`config.mk`:
```
export PLATFORM = sky130hd
export DESIGN_NAME = irq_event_status
export DESIGN_NICKNAME = d
export VERILOG_FILES = /design/src/shared/irq_status_pkg.sv /design/src/rtl/change_detect.sv /design/src/rtl/irq_event_status.sv
export SDC_FILE = /design/constraint.sdc
export NUM_CORES = 1
export LEC_CHECK = 0
export ABC_AREA = 1
export ABC_CLOCK_PERIOD_IN_PS = 2900
export BUFFER_PORTS_ARGS = -buffer_cell sky130_fd_sc_hd__buf_4
export CAP_MARGIN = 10
export CORE_MARGIN = 5
export CORE_UTILIZATION = 40
export CTS_BUF_LIST = sky130_fd_sc_hd__clkbuf_4 sky130_fd_sc_hd__clkbuf_8
export DETAILED_ROUTE_END_ITERATION = 16
export GPL_ROUTABILITY_DRIVEN = 0
export GPL_TIMING_DRIVEN = 0
export PLACE_DENSITY = 0.66
export SYNTH_ARGS = -nofsm -noshare
export SYNTH_HDL_FRONTEND = slang
export SYNTH_SLANG_ARGS = --single-unit
export TNS_END_PERCENT = 20
```
`constraint.sdc`:
```
create_clock -name CLK_IN -period 2.9 [get_ports CLK_IN]
set_input_delay 0.145 -clock CLK_IN [delete_from_list [all_inputs] [get_ports CLK_IN]]
set_output_delay 0.145 -clock CLK_IN [all_outputs]
set_load 0.03 [all_outputs]
```
`src/shared/irq_status_pkg.sv`:
```
// Constants for the interrupt event status block
package irq_status_pkg;
  localparam int ADDR_W = 8;
  localparam logic [ADDR_W-1:0] CMD_STATE_OFS = 8'h08;
  localparam logic [ADDR_W-1:0] EVENT_OFS = 8'h0c;
  localparam logic [ADDR_W-1:0] MASK_SET_OFS = 8'h10;
  localparam logic [ADDR_W-1:0] MASK_CLR_OFS = 8'h14;
  localparam int OVERRUN_BIT = 0;
  localparam int DONE_BIT = 1;
  localparam int SOF_BIT = 2;
  localparam int RESUME_BIT = 3;
  localparam int FATAL_BIT = 4;
  localparam int FRAME_BIT = 5;
  localparam int ROOT_BIT = 6;
  localparam int OWNER_BIT = 30;
  localparam int GATE_BIT = 31;
  localparam int REQ_BIT = 3;
  localparam int TALLY_LSB = 16;
  localparam int TALLY_W = 2;
  localparam int FRAME_MSB = 15;
  localparam logic [31:0] EVENT_RESET = 32'h00000000;
  localparam logic [31:0] MASK_RESET = 32'h00000000;
  localparam logic [31:0] EVENT_BITS = 32'h4000007f;
  localparam logic [31:0] MASK_BITS = 32'hc000007f;
  localparam logic [TALLY_W-1:0] TALLY_RESET = 2'h0;
endpackage : irq_status_pkg

```
`src/rtl/change_detect.sv`:
```
// Flags any change of a same-clock input vector
`timescale 1ns/1ps
`default_nettype none
module change_detect #(
  parameter int WIDTH = 32
) (
  input wire logic clk_in,
  input wire logic nrst_in,
  input wire logic [WIDTH-1:0] value_in,
  output logic changed_out
);
  logic [WIDTH-1:0] prev;
  logic primed;
  logic [WIDTH-1:0] next_prev;
  logic next_primed;

  always_comb begin
    next_prev = value_in;
    next_primed = 1'b1;
  end

  always_ff @(posedge clk_in or negedge nrst_in) begin
    if (!nrst_in) begin
      prev <= '0;
      primed <= 1'b0;
    end else begin
      prev <= next_prev;
      primed <= next_primed;
    end
  end

  // No change reported for the first sample after reset
  assign changed_out = primed && (value_in != prev);
endmodule : change_detect
`default_nettype wire

```
`src/rtl/irq_event_status.sv`:
```
// Interrupt event status register with enables and overrun tally
`timescale 1ns/1ps
`default_nettype none
module irq_event_status
  import irq_status_pkg::*;
#(
  parameter int NPORTS = 4,
  parameter bit MGMT_PIN_PRESENT = 1'b1
) (
  input wire logic CLK_IN,
  input wire logic NRST_IN,
  input wire logic REG_RD_IN,
  input wire logic REG_WR_IN,
  input wire logic [ADDR_W-1:0] REG_ADDR_IN,
  input wire logic [31:0] REG_WDATA_IN,
  output logic [31:0] REG_RDATA_OUT,
  output logic REG_ACK_OUT,
  input wire logic [31:0] ROOT_HUB_STATE_IN,
  input wire logic [NPORTS*32-1:0] ROOT_PORT_STATE_IN,
  input wire logic [15:0] FRAME_COUNT_IN,
  input wire logic SHARED_FRAME_UPDATED_IN,
  input wire logic SYS_ERROR_IN,
  input wire logic RESUME_SIGNAL_IN,
  input wire logic BUS_WAKE_STATE_IN,
  input wire logic SOF_TOKEN_IN,
  input wire logic DONE_HEAD_WRITTEN_IN,
  input wire logic OVERRUN_IN,
  input wire logic HANDOFF_DONE_IN,
  output logic IRQ_OUT,
  output logic MGMT_IRQ_OUT,
  output logic HALT_OUT,
  output logic DONE_HEAD_HOLD_OUT,
  output logic HANDOFF_REQ_OUT
);

  // Write-one-to-clear update with set priority
  function automatic logic [31:0] w1c_update(input logic [31:0] cur, input logic [31:0] clr,
                                             input logic [31:0] set);
    w1c_update = (cur & ~clr) | set;
  endfunction : w1c_update

  function automatic logic is_access(input logic strobe, input logic [ADDR_W-1:0] addr,
                                     input logic [ADDR_W-1:0] ofs);
    is_access = strobe && (addr == ofs);
  endfunction : is_access

  // State
  logic [31:0] irq_event_reg;
  logic [31:0] irq_mask_set_reg;
  logic owner_handoff_request;
  logic [TALLY_W-1:0] overrun_tally;
  logic [31:0] rdata;
  logic ack;
  logic irq;
  logic mgmt_irq;
  logic resume_meta;
  logic resume_sync;
  logic resume_prev;

  logic [31:0] next_irq_event_reg;
  logic [31:0] next_irq_mask_set_reg;
  logic next_owner_handoff_request;
  logic [TALLY_W-1:0] next_overrun_tally;
  logic [31:0] next_rdata;
  logic next_ack;
  logic next_irq;
  logic next_mgmt_irq;
  logic next_resume_meta;
  logic next_resume_sync;
  logic next_resume_prev;

  logic [32+NPORTS*32-1:0] root_state;
  logic root_changed;
  logic frame_msb_toggled;
  logic [31:0] set_bits;
  logic [31:0] clr_bits;
  logic wr_event;
  logic wr_mask_set;
  logic wr_mask_clr;
  logic wr_cmd;
  logic handoff_rise;

  assign root_state = {ROOT_PORT_STATE_IN, ROOT_HUB_STATE_IN};

  change_detect #(.WIDTH(32 + NPORTS*32)) u_root_change (
    .clk_in(CLK_IN),
    .nrst_in(NRST_IN),
    .value_in(root_state),
    .changed_out(root_changed)
  );

  change_detect #(.WIDTH(1)) u_frame_msb (
    .clk_in(CLK_IN),
    .nrst_in(NRST_IN),
    .value_in(FRAME_COUNT_IN[FRAME_MSB]),
    .changed_out(frame_msb_toggled)
  );

  // Resume line comes from the bus pins
  always_comb begin
    next_resume_meta = RESUME_SIGNAL_IN;
    next_resume_sync = resume_meta;
    next_resume_prev = resume_sync;
  end

  always_ff @(posedge CLK_IN or negedge NRST_IN) begin
    if (!NRST_IN) begin
      resume_meta <= 1'b0;
      resume_sync <= 1'b0;
      resume_prev <= 1'b0;
    end else begin
      resume_meta <= next_resume_meta;
      resume_sync <= next_resume_sync;
      resume_prev <= next_resume_prev;
    end
  end

  // Register decode
  always_comb begin
    wr_event = is_access(REG_WR_IN, REG_ADDR_IN, EVENT_OFS);
    wr_mask_set = is_access(REG_WR_IN, REG_ADDR_IN, MASK_SET_OFS);
    wr_mask_clr = is_access(REG_WR_IN, REG_ADDR_IN, MASK_CLR_OFS);
    wr_cmd = is_access(REG_WR_IN, REG_ADDR_IN, CMD_STATE_OFS);
  end

  // Event detection
  always_comb begin
    handoff_rise = wr_cmd && REG_WDATA_IN[REQ_BIT] && !owner_handoff_request;
    set_bits = '0;
    set_bits[OWNER_BIT] = MGMT_PIN_PRESENT && handoff_rise;
    set_bits[ROOT_BIT] = root_changed;
    set_bits[FRAME_BIT] = frame_msb_toggled || SHARED_FRAME_UPDATED_IN;
    set_bits[FATAL_BIT] = SYS_ERROR_IN;
    set_bits[RESUME_BIT] = resume_sync && !resume_prev && !BUS_WAKE_STATE_IN;
    set_bits[SOF_BIT] = SOF_TOKEN_IN;
    set_bits[DONE_BIT] = DONE_HEAD_WRITTEN_IN;
    set_bits[OVERRUN_BIT] = OVERRUN_IN;
    clr_bits = wr_event ? (REG_WDATA_IN & EVENT_BITS) : '0;
  end

  // Register updates
  always_comb begin
    next_irq_event_reg = w1c_update(irq_event_reg, clr_bits, set_bits) & EVENT_BITS;
    next_irq_mask_set_reg = irq_mask_set_reg;
    if (wr_mask_set) begin
      next_irq_mask_set_reg = irq_mask_set_reg | (REG_WDATA_IN & MASK_BITS);
    end else if (wr_mask_clr) begin
      next_irq_mask_set_reg = irq_mask_set_reg & ~(REG_WDATA_IN & MASK_BITS);
    end
    next_owner_handoff_request = owner_handoff_request;
    if (handoff_rise) begin
      next_owner_handoff_request = 1'b1;
    end else if (HANDOFF_DONE_IN) begin
      next_owner_handoff_request = 1'b0;
    end
    next_overrun_tally = overrun_tally;
    if (OVERRUN_IN) begin
      next_overrun_tally = overrun_tally + 2'h1;
    end
  end

  // Interrupt outputs follow the next register values
  always_comb begin
    next_irq = next_irq_mask_set_reg[GATE_BIT] &&
               |(next_irq_event_reg[ROOT_BIT:OVERRUN_BIT] &
                 next_irq_mask_set_reg[ROOT_BIT:OVERRUN_BIT]);
    next_mgmt_irq = next_irq_event_reg[OWNER_BIT] && next_irq_mask_set_reg[OWNER_BIT];
  end

  // Read path
  always_comb begin
    next_ack = REG_RD_IN || REG_WR_IN;
    next_rdata = '0;
    if (REG_RD_IN) begin
      case (REG_ADDR_IN)
        CMD_STATE_OFS: begin
          next_rdata[TALLY_LSB +: TALLY_W] = overrun_tally;
          next_rdata[REQ_BIT] = owner_handoff_request;
        end
        EVENT_OFS: begin
          next_rdata = irq_event_reg;
        end
        MASK_SET_OFS, MASK_CLR_OFS: begin
          next_rdata = irq_mask_set_reg;
        end
        default: begin
          next_rdata = '0;
        end
      endcase
    end
  end

  always_ff @(posedge CLK_IN or negedge NRST_IN) begin
    if (!NRST_IN) begin
      irq_event_reg <= EVENT_RESET;
      irq_mask_set_reg <= MASK_RESET;
      owner_handoff_request <= 1'b0;
      overrun_tally <= TALLY_RESET;
      rdata <= '0;
      ack <= 1'b0;
      irq <= 1'b0;
      mgmt_irq <= 1'b0;
    end else begin
      irq_event_reg <= next_irq_event_reg;
      irq_mask_set_reg <= next_irq_mask_set_reg;
      owner_handoff_request <= next_owner_handoff_request;
      overrun_tally <= next_overrun_tally;
      rdata <= next_rdata;
      ack <= next_ack;
      irq <= next_irq;
      mgmt_irq <= next_mgmt_irq;
    end
  end

  assign REG_RDATA_OUT = rdata;
  assign REG_ACK_OUT = ack;
  assign IRQ_OUT = irq;
  assign MGMT_IRQ_OUT = mgmt_irq;
  // Controller stalls while the fatal flag stands
  assign HALT_OUT = irq_event_reg[FATAL_BIT];
  // Done head write-back held off until flag cleared
  assign DONE_HEAD_HOLD_OUT = irq_event_reg[DONE_BIT];
  assign HANDOFF_REQ_OUT = owner_handoff_request;

endmodule : irq_event_status
`default_nettype wire

```
==> run summary, run 1 <==
post-synth design cell area -> 8110 um^2
post-cts sizing count -> 0
Die ar. -> 23200 um^2
total of max-cap violations -> 0
Internal -> 4.19 mW
placed insts -> 1294
Seq pwr share -> 51.5%
hold path startpoint -> REG_ADDR_IN[2]
IO Pins -> 266
power share of the combinational group -> 15.9%
max_slew headroom -> 34.4%
CTS tree -> built
Clk pin slew, worst setup/hold paths -> 0.11 ns
Port Buf Inserts -> 206
largest net degree at the start of global routing -> 107
worst setup path start -> REG_ADDR_IN[5]
clock sink count -> 199
Pwr Total -> 5.78 mW
first-pass GRT wire length -> 34300 um
top cell type's share of synthesized area -> 61.4%
register area share after synthesis -> 61.4%
post-route clock skew -> 0.0138 ns
CTS Buf Count -> 17
crit path time final -> 1.97 ns
Net Switching -> 1.59 mW
flops & latches, synth -> 199
CTS Root Cell -> clkbuf_8
WL final -> 20300 um
CP max stage delay -> 0.76 ns
latest clock arrival within the worst-skew pair -> 0.47 ns
initial antenna violation count -> 0
Largest register FFs -> 160
status -> finished clean
Cell Area, Placed -> 10100 um^2
# setup viols final -> 0
Worst Max-Slew Pin Slew -> 0.974 ns
P_leak -> 6.05 nW
worst-path fanout max -> 4
WP buf/inv -> 4
share of cells above drive strength 1 -> 21.6%
adder-cell share of the synthesized area -> 0%
worst r2r src -> u_root_change.prev[90]$_DFF_PN0_
PwrDens -> 465 nW/um^2
Clock Power Share -> 32.5%
critical path endpoint category -> flop
Synth cell types -> 26
RSZ-0062 raised after global routing -> no
area share of and/or/nand/nor cells after synthesis -> 15.6%
Finished Layout Cells -> 1515
Max Root-Sink Buffers -> 2
routed len/inst -> 13.4 um
cell accounting for the most synthesized area -> dfrtp_1
grt total ovfl -> 0
required time worst endpoint -> 3.25 ns
Final Instance Area -> 12400 um^2
fin nets -> 1460
slowest cell on the critical path -> nor4_1
Critical Path AT -> 2.33 ns
Chip Height -> 152 um
pins over their slew limit -> 0
mux contribution to synthesized area -> 0%
vias per cell -> 4.23
average cell area after synthesis -> 10.2 um^2
critical-path cell list -> dlygate4sd3_1 > buf_4 > inv_1 > nand3_1 > nor4_1 > inv_1 > o31ai_1
setup TNS -> 0 ns
area grow syn2layout -> 53.4%
synth top area cells -> dfrtp_1 61%, xnor2_1 13%, nand2_1 9.6%
cell mode on critical path -> inv_1
final hold viol count -> 0
critical path class -> in2reg
DR iter-0 viols -> 179
setup bufs post-CTS -> 0
drt pass-1 iters -> 4
Syn Inst Count -> 797
vias in the first global route -> 7081
largest family of logic cells by synthesized area -> simple AND/OR/NAND/NOR gates
switch share -> 27.5%
Core ar. -> 20100 um^2
CP top delay family -> buffers and inverters
vias -> 6410
hpwl dp -> 12800 um
Max VDD drop -> 320 uV
ANT cells -> 0
XOR/XNOR Fraction of Synth Area -> 13.4%
startpoint types -> input pin
Synth Area in Compound Gates -> 2.45%
gr usage total -> 18.0%
Chip Width -> 152 um
# rows -> 52
H-tree levels -> 4
Initial Util -> 40.3%
period utilization -> 68.1%
Yosys Warn Count -> 0
Remaining DRCs -> 0
f_max -> 0.507 GHz
Hold Path Class -> in2reg
post-route ant nets -> 0
cells in the mapped netlist:
| cell type | number |
|---|---|
| xor2_1 | 2 |
| nor2_4 | 2 |
| o21bai_1 | 4 |
| nor3_4 | 1 |
| a21oi_1 | 1 |
| o31ai_1 | 5 |
| nand4_1 | 16 |
| nand2_2 | 1 |
| or2_4 | 1 |
| or2_2 | 3 |
| nand3_1 | 15 |
| buf_1 | 1 |
| nor4_1 | 2 |
| nand2_1 | 208 |
| nor2_1 | 57 |
| inv_2 | 1 |
| conb_1 | 2 |
| nor3b_1 | 1 |
| o21ai_1 | 3 |
| o21ai_0 | 19 |
| buf_4 | 21 |
| a31oi_1 | 1 |
| dfrtp_1 | 199 |
| a32o_1 | 1 |
| inv_1 | 108 |
| xnor2_1 | 122 |
path summary, 6_finish.rpt:
kind | to | cells past startpoint | slack [ns]
max | REG_RDATA_OUT[1]$_DFF_PN0_ | 7 | 0.93
min | REG_RDATA_OUT[16]$_DFF_PN0_ | 4 | 0.07
max reg2reg | IRQ_OUT$_DFF_PN0_ | 12 | 1.23
min reg2reg | next_resume_prev$_DFF_PN0_ | 0 | 0.38
max in group asynchronous | u_root_change.prev[149]$_DFF_PN0_ | 3 | 1.70
min in group asynchronous | u_root_change.prev[109]$_DFF_PN0_ | 2 | 0.25
metrics by stage:
step | setup slack [ns] | utilization, % | hold slack, ns
after floorplan | 1.54 | - | -0.151
after global placement | 0.292 | 50.1 | 0.267
after detailed placement | 0.960 | 50.2 | 0.219
after CTS | 1.04 | 61.8 | 0.0327
after global routing | 0.821 | 61.8 | 0.0463
final | 0.926 | 61.8 | 0.0742
cells in the final DEF, fill, tap and decap left out, drive strengths merged, types with 4 or more instances in the layout:
master	count
o21ai	22
xnor2	122
dlygate4sd3	189
nand2	209
or2	4
clkinv	7
o31ai	5
nand4	16
o21bai	4
nor2	59
conb	22
dfrtp	199
inv	115
nand3	15
clkbuf	17
buf	229
routing by layer:
layer	up-vias	GRT usage, %	wire, um
met3	25	5.57	1250
met4	0	5.14	342
met5	-	0	0
li1	3237	-	-
met1	2975	21.8	8470
met2	173	31.1	10200
cells by family (layout without fill, tap and decap cells):
logic type	count (synthesis)	in the layout
xor gates and xnor gates	124	124
other	2	22
buffers and inverters	131	559
DFF	199	199
AOI/OAI and AO/OA	34	34
and+or+nand+nor	307	307
layout make-up:
| type | instances | area (um^2) |
|---|---|---|
| Clock buffer | 17 | 234 |
| Fill cell | 1619 | 7670 |
| Buffer | 22 | 161 |
| Clock inverter | 15 | 206 |
| Inverter | 109 | 409 |
| Tap cell | 270 | 338 |
| Timing Repair Buffer | 396 | 3470 |
| Multi-Input combinational cell | 487 | 2630 |
| Sequential cell | 199 | 4980 |
repair_timing:
action / CTS / global route
endpoints found under the setup margin: 0 / 0
hold buffers: 189 / 0
hold endpoints to repair: 278 / 0
power groups by stage:
stage / logic (mW) / registers [mW] / clock network, mW
4_1_cts: 0.915 / 2.98 / 1.94
6_report: 0.922 / 2.98 / 1.88
2_1_floorplan: 0.352 / 3.02 / 0
3_3_place_gp: 0.691 / 3.03 / 0
3_5_place_dp: 0.710 / 3.03 / 0
5_1_grt: 1.02 / 3.00 / 2.07
tightest hold or removal path, cell delays in order:
cell and delay (ns):
buf_4 0.12, inv_1 0.05, nand4_1 0.13, nor2_1 0.05
Note: power is estimated with default switching activity, not from simulation.
==> run 2: changes to the inputs <==
Settings changed: ABC_CLOCK_PERIOD_IN_PS 2900 to 2100.
Clock period 2.9 ns to 2.1 ns, I/O delays scaled along.
==> run summary, run 2 (synthesis results as in run 1) <==
post-layout util -> 62.1%
pins over their slew limit -> 0
area grow syn2layout -> 53.9%
fin nets -> 1464
critical-path cell list -> dlygate4sd3_1 > buf_4 > inv_1 > nand3_1 > nor4_1 > inv_1 > o31ai_1
Final Instance Area -> 12500 um^2
CTS tree -> built
Critical Path Sink -> REG_RDATA_OUT[1]$_DFF_PN0_
vias -> 6431
initial antenna violation count -> 0
Largest register FFs -> 160
post-route ant nets -> 0
f_max -> 0.519 GHz
Die ar. -> 23200 um^2
status -> finished clean
Port Buf Inserts -> 206
CTS Root Cell -> clkbuf_8
cell mode on critical path -> inv_1
Core ar. -> 20100 um^2
latest clock arrival within the worst-skew pair -> 0.47 ns
# setup viols final -> 0
Worst R2R End -> IRQ_OUT$_DFF_PN0_
DR iter-0 viols -> 173
Initial Util -> 40.3%
worst setup path start -> REG_ADDR_IN[5]
Chip Height -> 152 um
Worst Reg2Reg Path Length in Cells -> 12
setup bufs post-CTS -> 0
Cell Area, Placed -> 10100 um^2
RSZ-0062 raised after global routing -> no
most frequent cells in the layout -> 226 x buf_4, 208 x nand2_1, 199 x dfrtp_1
# rows -> 52
crit path time final -> 1.93 ns
gr usage total -> 18.1%
Max VDD drop -> 442 uV
Chip Width -> 152 um
first-pass GRT wire length -> 34400 um
vias per cell -> 4.23
max_slew headroom -> 35.1%
hpwl dp -> 12800 um
Hold Path Class -> in2reg
clock sink count -> 199
PwrDens -> 640 nW/um^2
required time worst endpoint -> 2.45 ns
WL final -> 20400 um
commonest non-fill, non-tap cell in the layout -> buf_4
reg2reg setup slack -> 0.43 ns
Remaining DRCs -> 0
P_leak -> 6.07 nW
H-tree levels -> 4
startpoint types -> input pin
drt pass-1 iters -> 4
share of cells above drive strength 1 -> 21.6%
Clk pin slew, worst setup/hold paths -> 0.10 ns
total of max-cap violations -> 0
worst r2r src -> u_root_change.prev[90]$_DFF_PN0_
ANT cells -> 0
CTS Buf Count -> 17
fillers -> 1610
Worst Max-Slew Pin Slew -> 0.965 ns
final hold viol count -> 0
critical path endpoint category -> flop
slowest cell on the critical path -> nor4_1
Critical Path AT -> 2.28 ns
IO Pins -> 266
CP max stage delay -> 0.75 ns
routed len/inst -> 13.4 um
worst-path fanout max -> 4
largest net degree at the start of global routing -> 107
vias in the first global route -> 7093
grt total ovfl -> 0
post-route clock skew -> 0.0149 ns
period utilization -> 91.8%
critical path class -> in2reg
Max Root-Sink Buffers -> 2
-- run 2: changes by cell type in the layout (fill, tap and decap cells not counted), sizes merged --
cell and change:
dlygate4sd3 +4
-- run 2: final cells by class --
| type | instances | area, um^2 | area share, % |
|---|---|---|---|
| Buffer | 22 | 161 | 1.29 |
| Tap cell | 270 | 338 | 2.71 |
| Inverter | 109 | 409 | 3.28 |
| Sequential cell | 199 | 4980 | 39.9 |
| Clock buffer | 17 | 234 | 1.88 |
| Multi-Input combinational cell | 487 | 2640 | 21.1 |
| Clock inverter | 15 | 206 | 1.65 |
| Timing Repair Buffer | 400 | 3510 | 28.2 |
-- run 2: layer usage --
layer / global-route usage [%] / routed length (um)
met1: 21.8 / 8470
met2: 31.3 / 10300
met3: 5.62 / 1280
met4: 5.18 / 368
met5: 0 / 0
-- run 2: power by group --
part / total (mW) / leakage [nW] / internal [mW] / switching (mW)
clock: 2.59 / 0.213 / 1.04 / 1.56
sequential: 4.12 / 2.35 / 4.02 / 0.0946
combinational: 1.28 / 3.50 / 0.734 / 0.543
total: 7.99 / 6.07 / 5.79 / 2.19
-- run 2: what timing repair did --
action,CTS,global route
gates resized for setup,0,1
hold buffers,193,0
endpoints found under the hold margin,281,0
setup endpoints to repair,0,1
-- run 2: worst min-delay path by stage --
| stage | slack, ns | cells after the start | startpoint | to |
|---|---|---|---|---|
| final | 0.10 | 5 | REG_ADDR_IN[3] | REG_RDATA_OUT[16]$_DFF_PN0_ |
| after global routing | 0.09 | 5 | REG_ADDR_IN[0] | REG_RDATA_OUT[16]$_DFF_PN0_ |
| after CTS | 0.07 | 5 | REG_ADDR_IN[3] | REG_RDATA_OUT[16]$_DFF_PN0_ |
| after detailed placement | 0.18 | 1 | NRST_IN | u_root_change.prev[109]$_DFF_PN0_ |
| after global placement | 0.23 | 1 | ROOT_HUB_STATE_IN[29] | u_root_change.prev[29]$_DFF_PN0_ |
| after floorplan | -0.19 | 0 | NRST_IN | HANDOFF_REQ_OUT$_DFFE_PN0P_ |
-- run 2: metrics by stage --
stage	cells	hold slack [ns]	TNS (ns)	power, mW	setup WS [ns]
finish	1519	0.104	0	7.99	0.173
global route	1519	0.0940	0	8.42	0.0607
CTS	1519	0.0672	0	8.06	0.194
detailed placement	1294	0.179	0	5.17	0.200
global placement	1293	0.227	-89.97	5.13	-0.468
floorplan	817	-0.191	0	4.66	0.776
-- run 2: worst max-delay path, delay by kind of cell --
family                 cells  cell delay (ns)
AND/OR/NAND/NOR            2             0.86
AO/OA/AOI/OAI              1             0.31
buffers and inverters      4             1.01
==> run 3: changes to the inputs <==
Settings changed: PLACE_DENSITY 0.66 to default, PLACE_DENSITY_LB_ADDON from default to 0.3.
==> run summary, run 3 (synthesis results as in run 1) <==
Hold Crit Depth -> 5
cell mode on critical path -> nand2_1
Core ar. -> 20100 um^2
CTS Buf Count -> 17
most frequent cells in the layout -> 226 x buf_4, 208 x nand2_1, 199 x dfrtp_1
Worst Reg2Reg Path Length in Cells -> 12
vias in the first global route -> 6906
area grow syn2layout -> 53.4%
Finished Layout Cells -> 1517
worst r2r src -> u_root_change.prev[90]$_DFF_PN0_
Largest register FFs -> 160
first-pass GRT wire length -> 33300 um
worst-path fanout max -> 4
placed insts -> 1294
CTS tree -> built
commonest non-fill, non-tap cell in the layout -> buf_4
routed len/inst -> 13.0 um
Clk pin slew, worst setup/hold paths -> 0.11 ns
Worst Max-Slew Pin Slew -> 0.886 ns
Port Buf Inserts -> 206
# setup viols final -> 0
Die ar. -> 23200 um^2
clock sink count -> 199
# rows -> 52
drt pass-1 iters -> 6
Max VDD drop -> 332 uV
Initial Util -> 40.3%
P_leak -> 6.06 nW
grt total ovfl -> 0
slowest cell on the critical path -> dlygate4sd3_1
vias per cell -> 4.22
Chip Width -> 152 um
status -> finished clean
post-route ant nets -> 0
critical path endpoint category -> flop
ANT cells -> 0
crit path time final -> 2.01 ns
Hold Path Class -> in2reg
final hold viol count -> 0
startpoint types -> input pin
post-route clock skew -> 0.0133 ns
initial antenna violation count -> 0
Min-Delay Endpoint -> REG_RDATA_OUT[16]$_DFF_PN0_
f_max -> 0.498 GHz
hold path startpoint -> REG_ADDR_IN[0]
DR iter-0 viols -> 168
gr usage total -> 17.5%
fin nets -> 1462
CP top delay family -> buffers and inverters
CP max stage delay -> 0.57 ns
RSZ-0062 raised after global routing -> no
largest net degree at the start of global routing -> 102
pins over their slew limit -> 0
IO Pins -> 266
vias -> 6397
total of max-cap violations -> 0
Critical Path AT -> 2.40 ns
critical path class -> in2reg
PwrDens -> 639 nW/um^2
required time worst endpoint -> 2.49 ns
share of cells above drive strength 1 -> 21.6%
Cell Area, Placed -> 10100 um^2
Max Root-Sink Buffers -> 2
WL final -> 19700 um
post-layout util -> 61.8%
CTS Root Cell -> clkbuf_8
hpwl dp -> 12900 um
post-cts sizing count -> 0
Final Instance Area -> 12400 um^2
H-tree levels -> 4
Remaining DRCs -> 0
latest clock arrival within the worst-skew pair -> 0.46 ns
Worst R2R End -> IRQ_OUT$_DFF_PN0_
critical-path cell list -> dlygate4sd3_1 > buf_4 > nor2_4 > nand2_2 > nor3_4 > nand2_1 > dlygate4sd3_1 > nand2_1 > nand2_1 > nand4_1 > nor2_1 > a21oi_1
WP buf/inv -> 3
reg2reg setup slack -> 0.40 ns
period utilization -> 95.6%
max_slew headroom -> 40.4%
Chip Height -> 152 um
## run 3: worst min-delay path, delay by kind of cell
family,cells,cell delay [ns]
buf+inv,1,0.08
simple gates,4,0.37
## run 3: power by group
| group | switching (mW) | internal, mW | leakage (nW) |
|---|---|---|---|
| clock network | 1.40 | 1.16 | 0.214 |
| logic | 0.538 | 0.735 | 3.50 |
| registers | 0.0948 | 4.02 | 2.35 |
## run 3: final cells by class
class / instances / area [um^2]
multi-input cells: 487 / 2630
flip-flops and latches: 199 / 4980
clock buffers: 19 / 262
inverters: 109 / 409
plain buffers: 22 / 161
fillers: 1543 / 7670
well taps: 270 / 338
repair buffers: 398 / 3490
clock inverters: 13 / 161
## run 3: worst max-delay path by stage
stage,from,end,slack [ns],cells past startpoint
2_1_floorplan,REG_ADDR_IN[1],IRQ_OUT$_DFF_PN0_,0.78,9
3_3_place_gp,NRST_IN,u_root_change.prev[120]$_DFF_PN0_,-0.46,1
3_5_place_dp,REG_ADDR_IN[1],REG_RDATA_OUT[2]$_DFF_PN0_,0.28,5
4_1_cts,REG_ADDR_IN[5],IRQ_OUT$_DFF_PN0_,0.25,12
5_1_grt,REG_ADDR_IN[5],IRQ_OUT$_DFF_PN0_,0.009,12
6_report,REG_ADDR_IN[5],IRQ_OUT$_DFF_PN0_,0.09,12
## run 3: layer usage
| layer | vias up | track usage (%) | routed length, um |
|---|---|---|---|
| met5 | - | 0 | 0 |
| met2 | 175 | 29.8 | 9910 |
| met4 | 0 | 6.12 | 426 |
| met1 | 2941 | 21.5 | 8300 |
| li1 | 3246 | - | - |
| met3 | 35 | 4.83 | 1040 |
## run 3: timing repair
| action | 4_1_cts | 5_1_grt |
|---|---|---|
| setup buffers | 0 | 0 |
| endpoints found under the hold margin | 286 | 0 |
| hold buffers | 191 | 0 |
## run 3: through the flow
step	setup slack [ns]	TNS, ns	hold WS (ns)	total power, mW
after floorplan	0.776	0	-0.191	4.66
after global placement	-0.456	-87.38	0.216	5.13
after detailed placement	0.280	0	0.182	5.17
after CTS	0.245	0	0.0822	8.07
after global routing	0.00871	0	0.117	8.40
final	0.0918	0	0.119	7.95
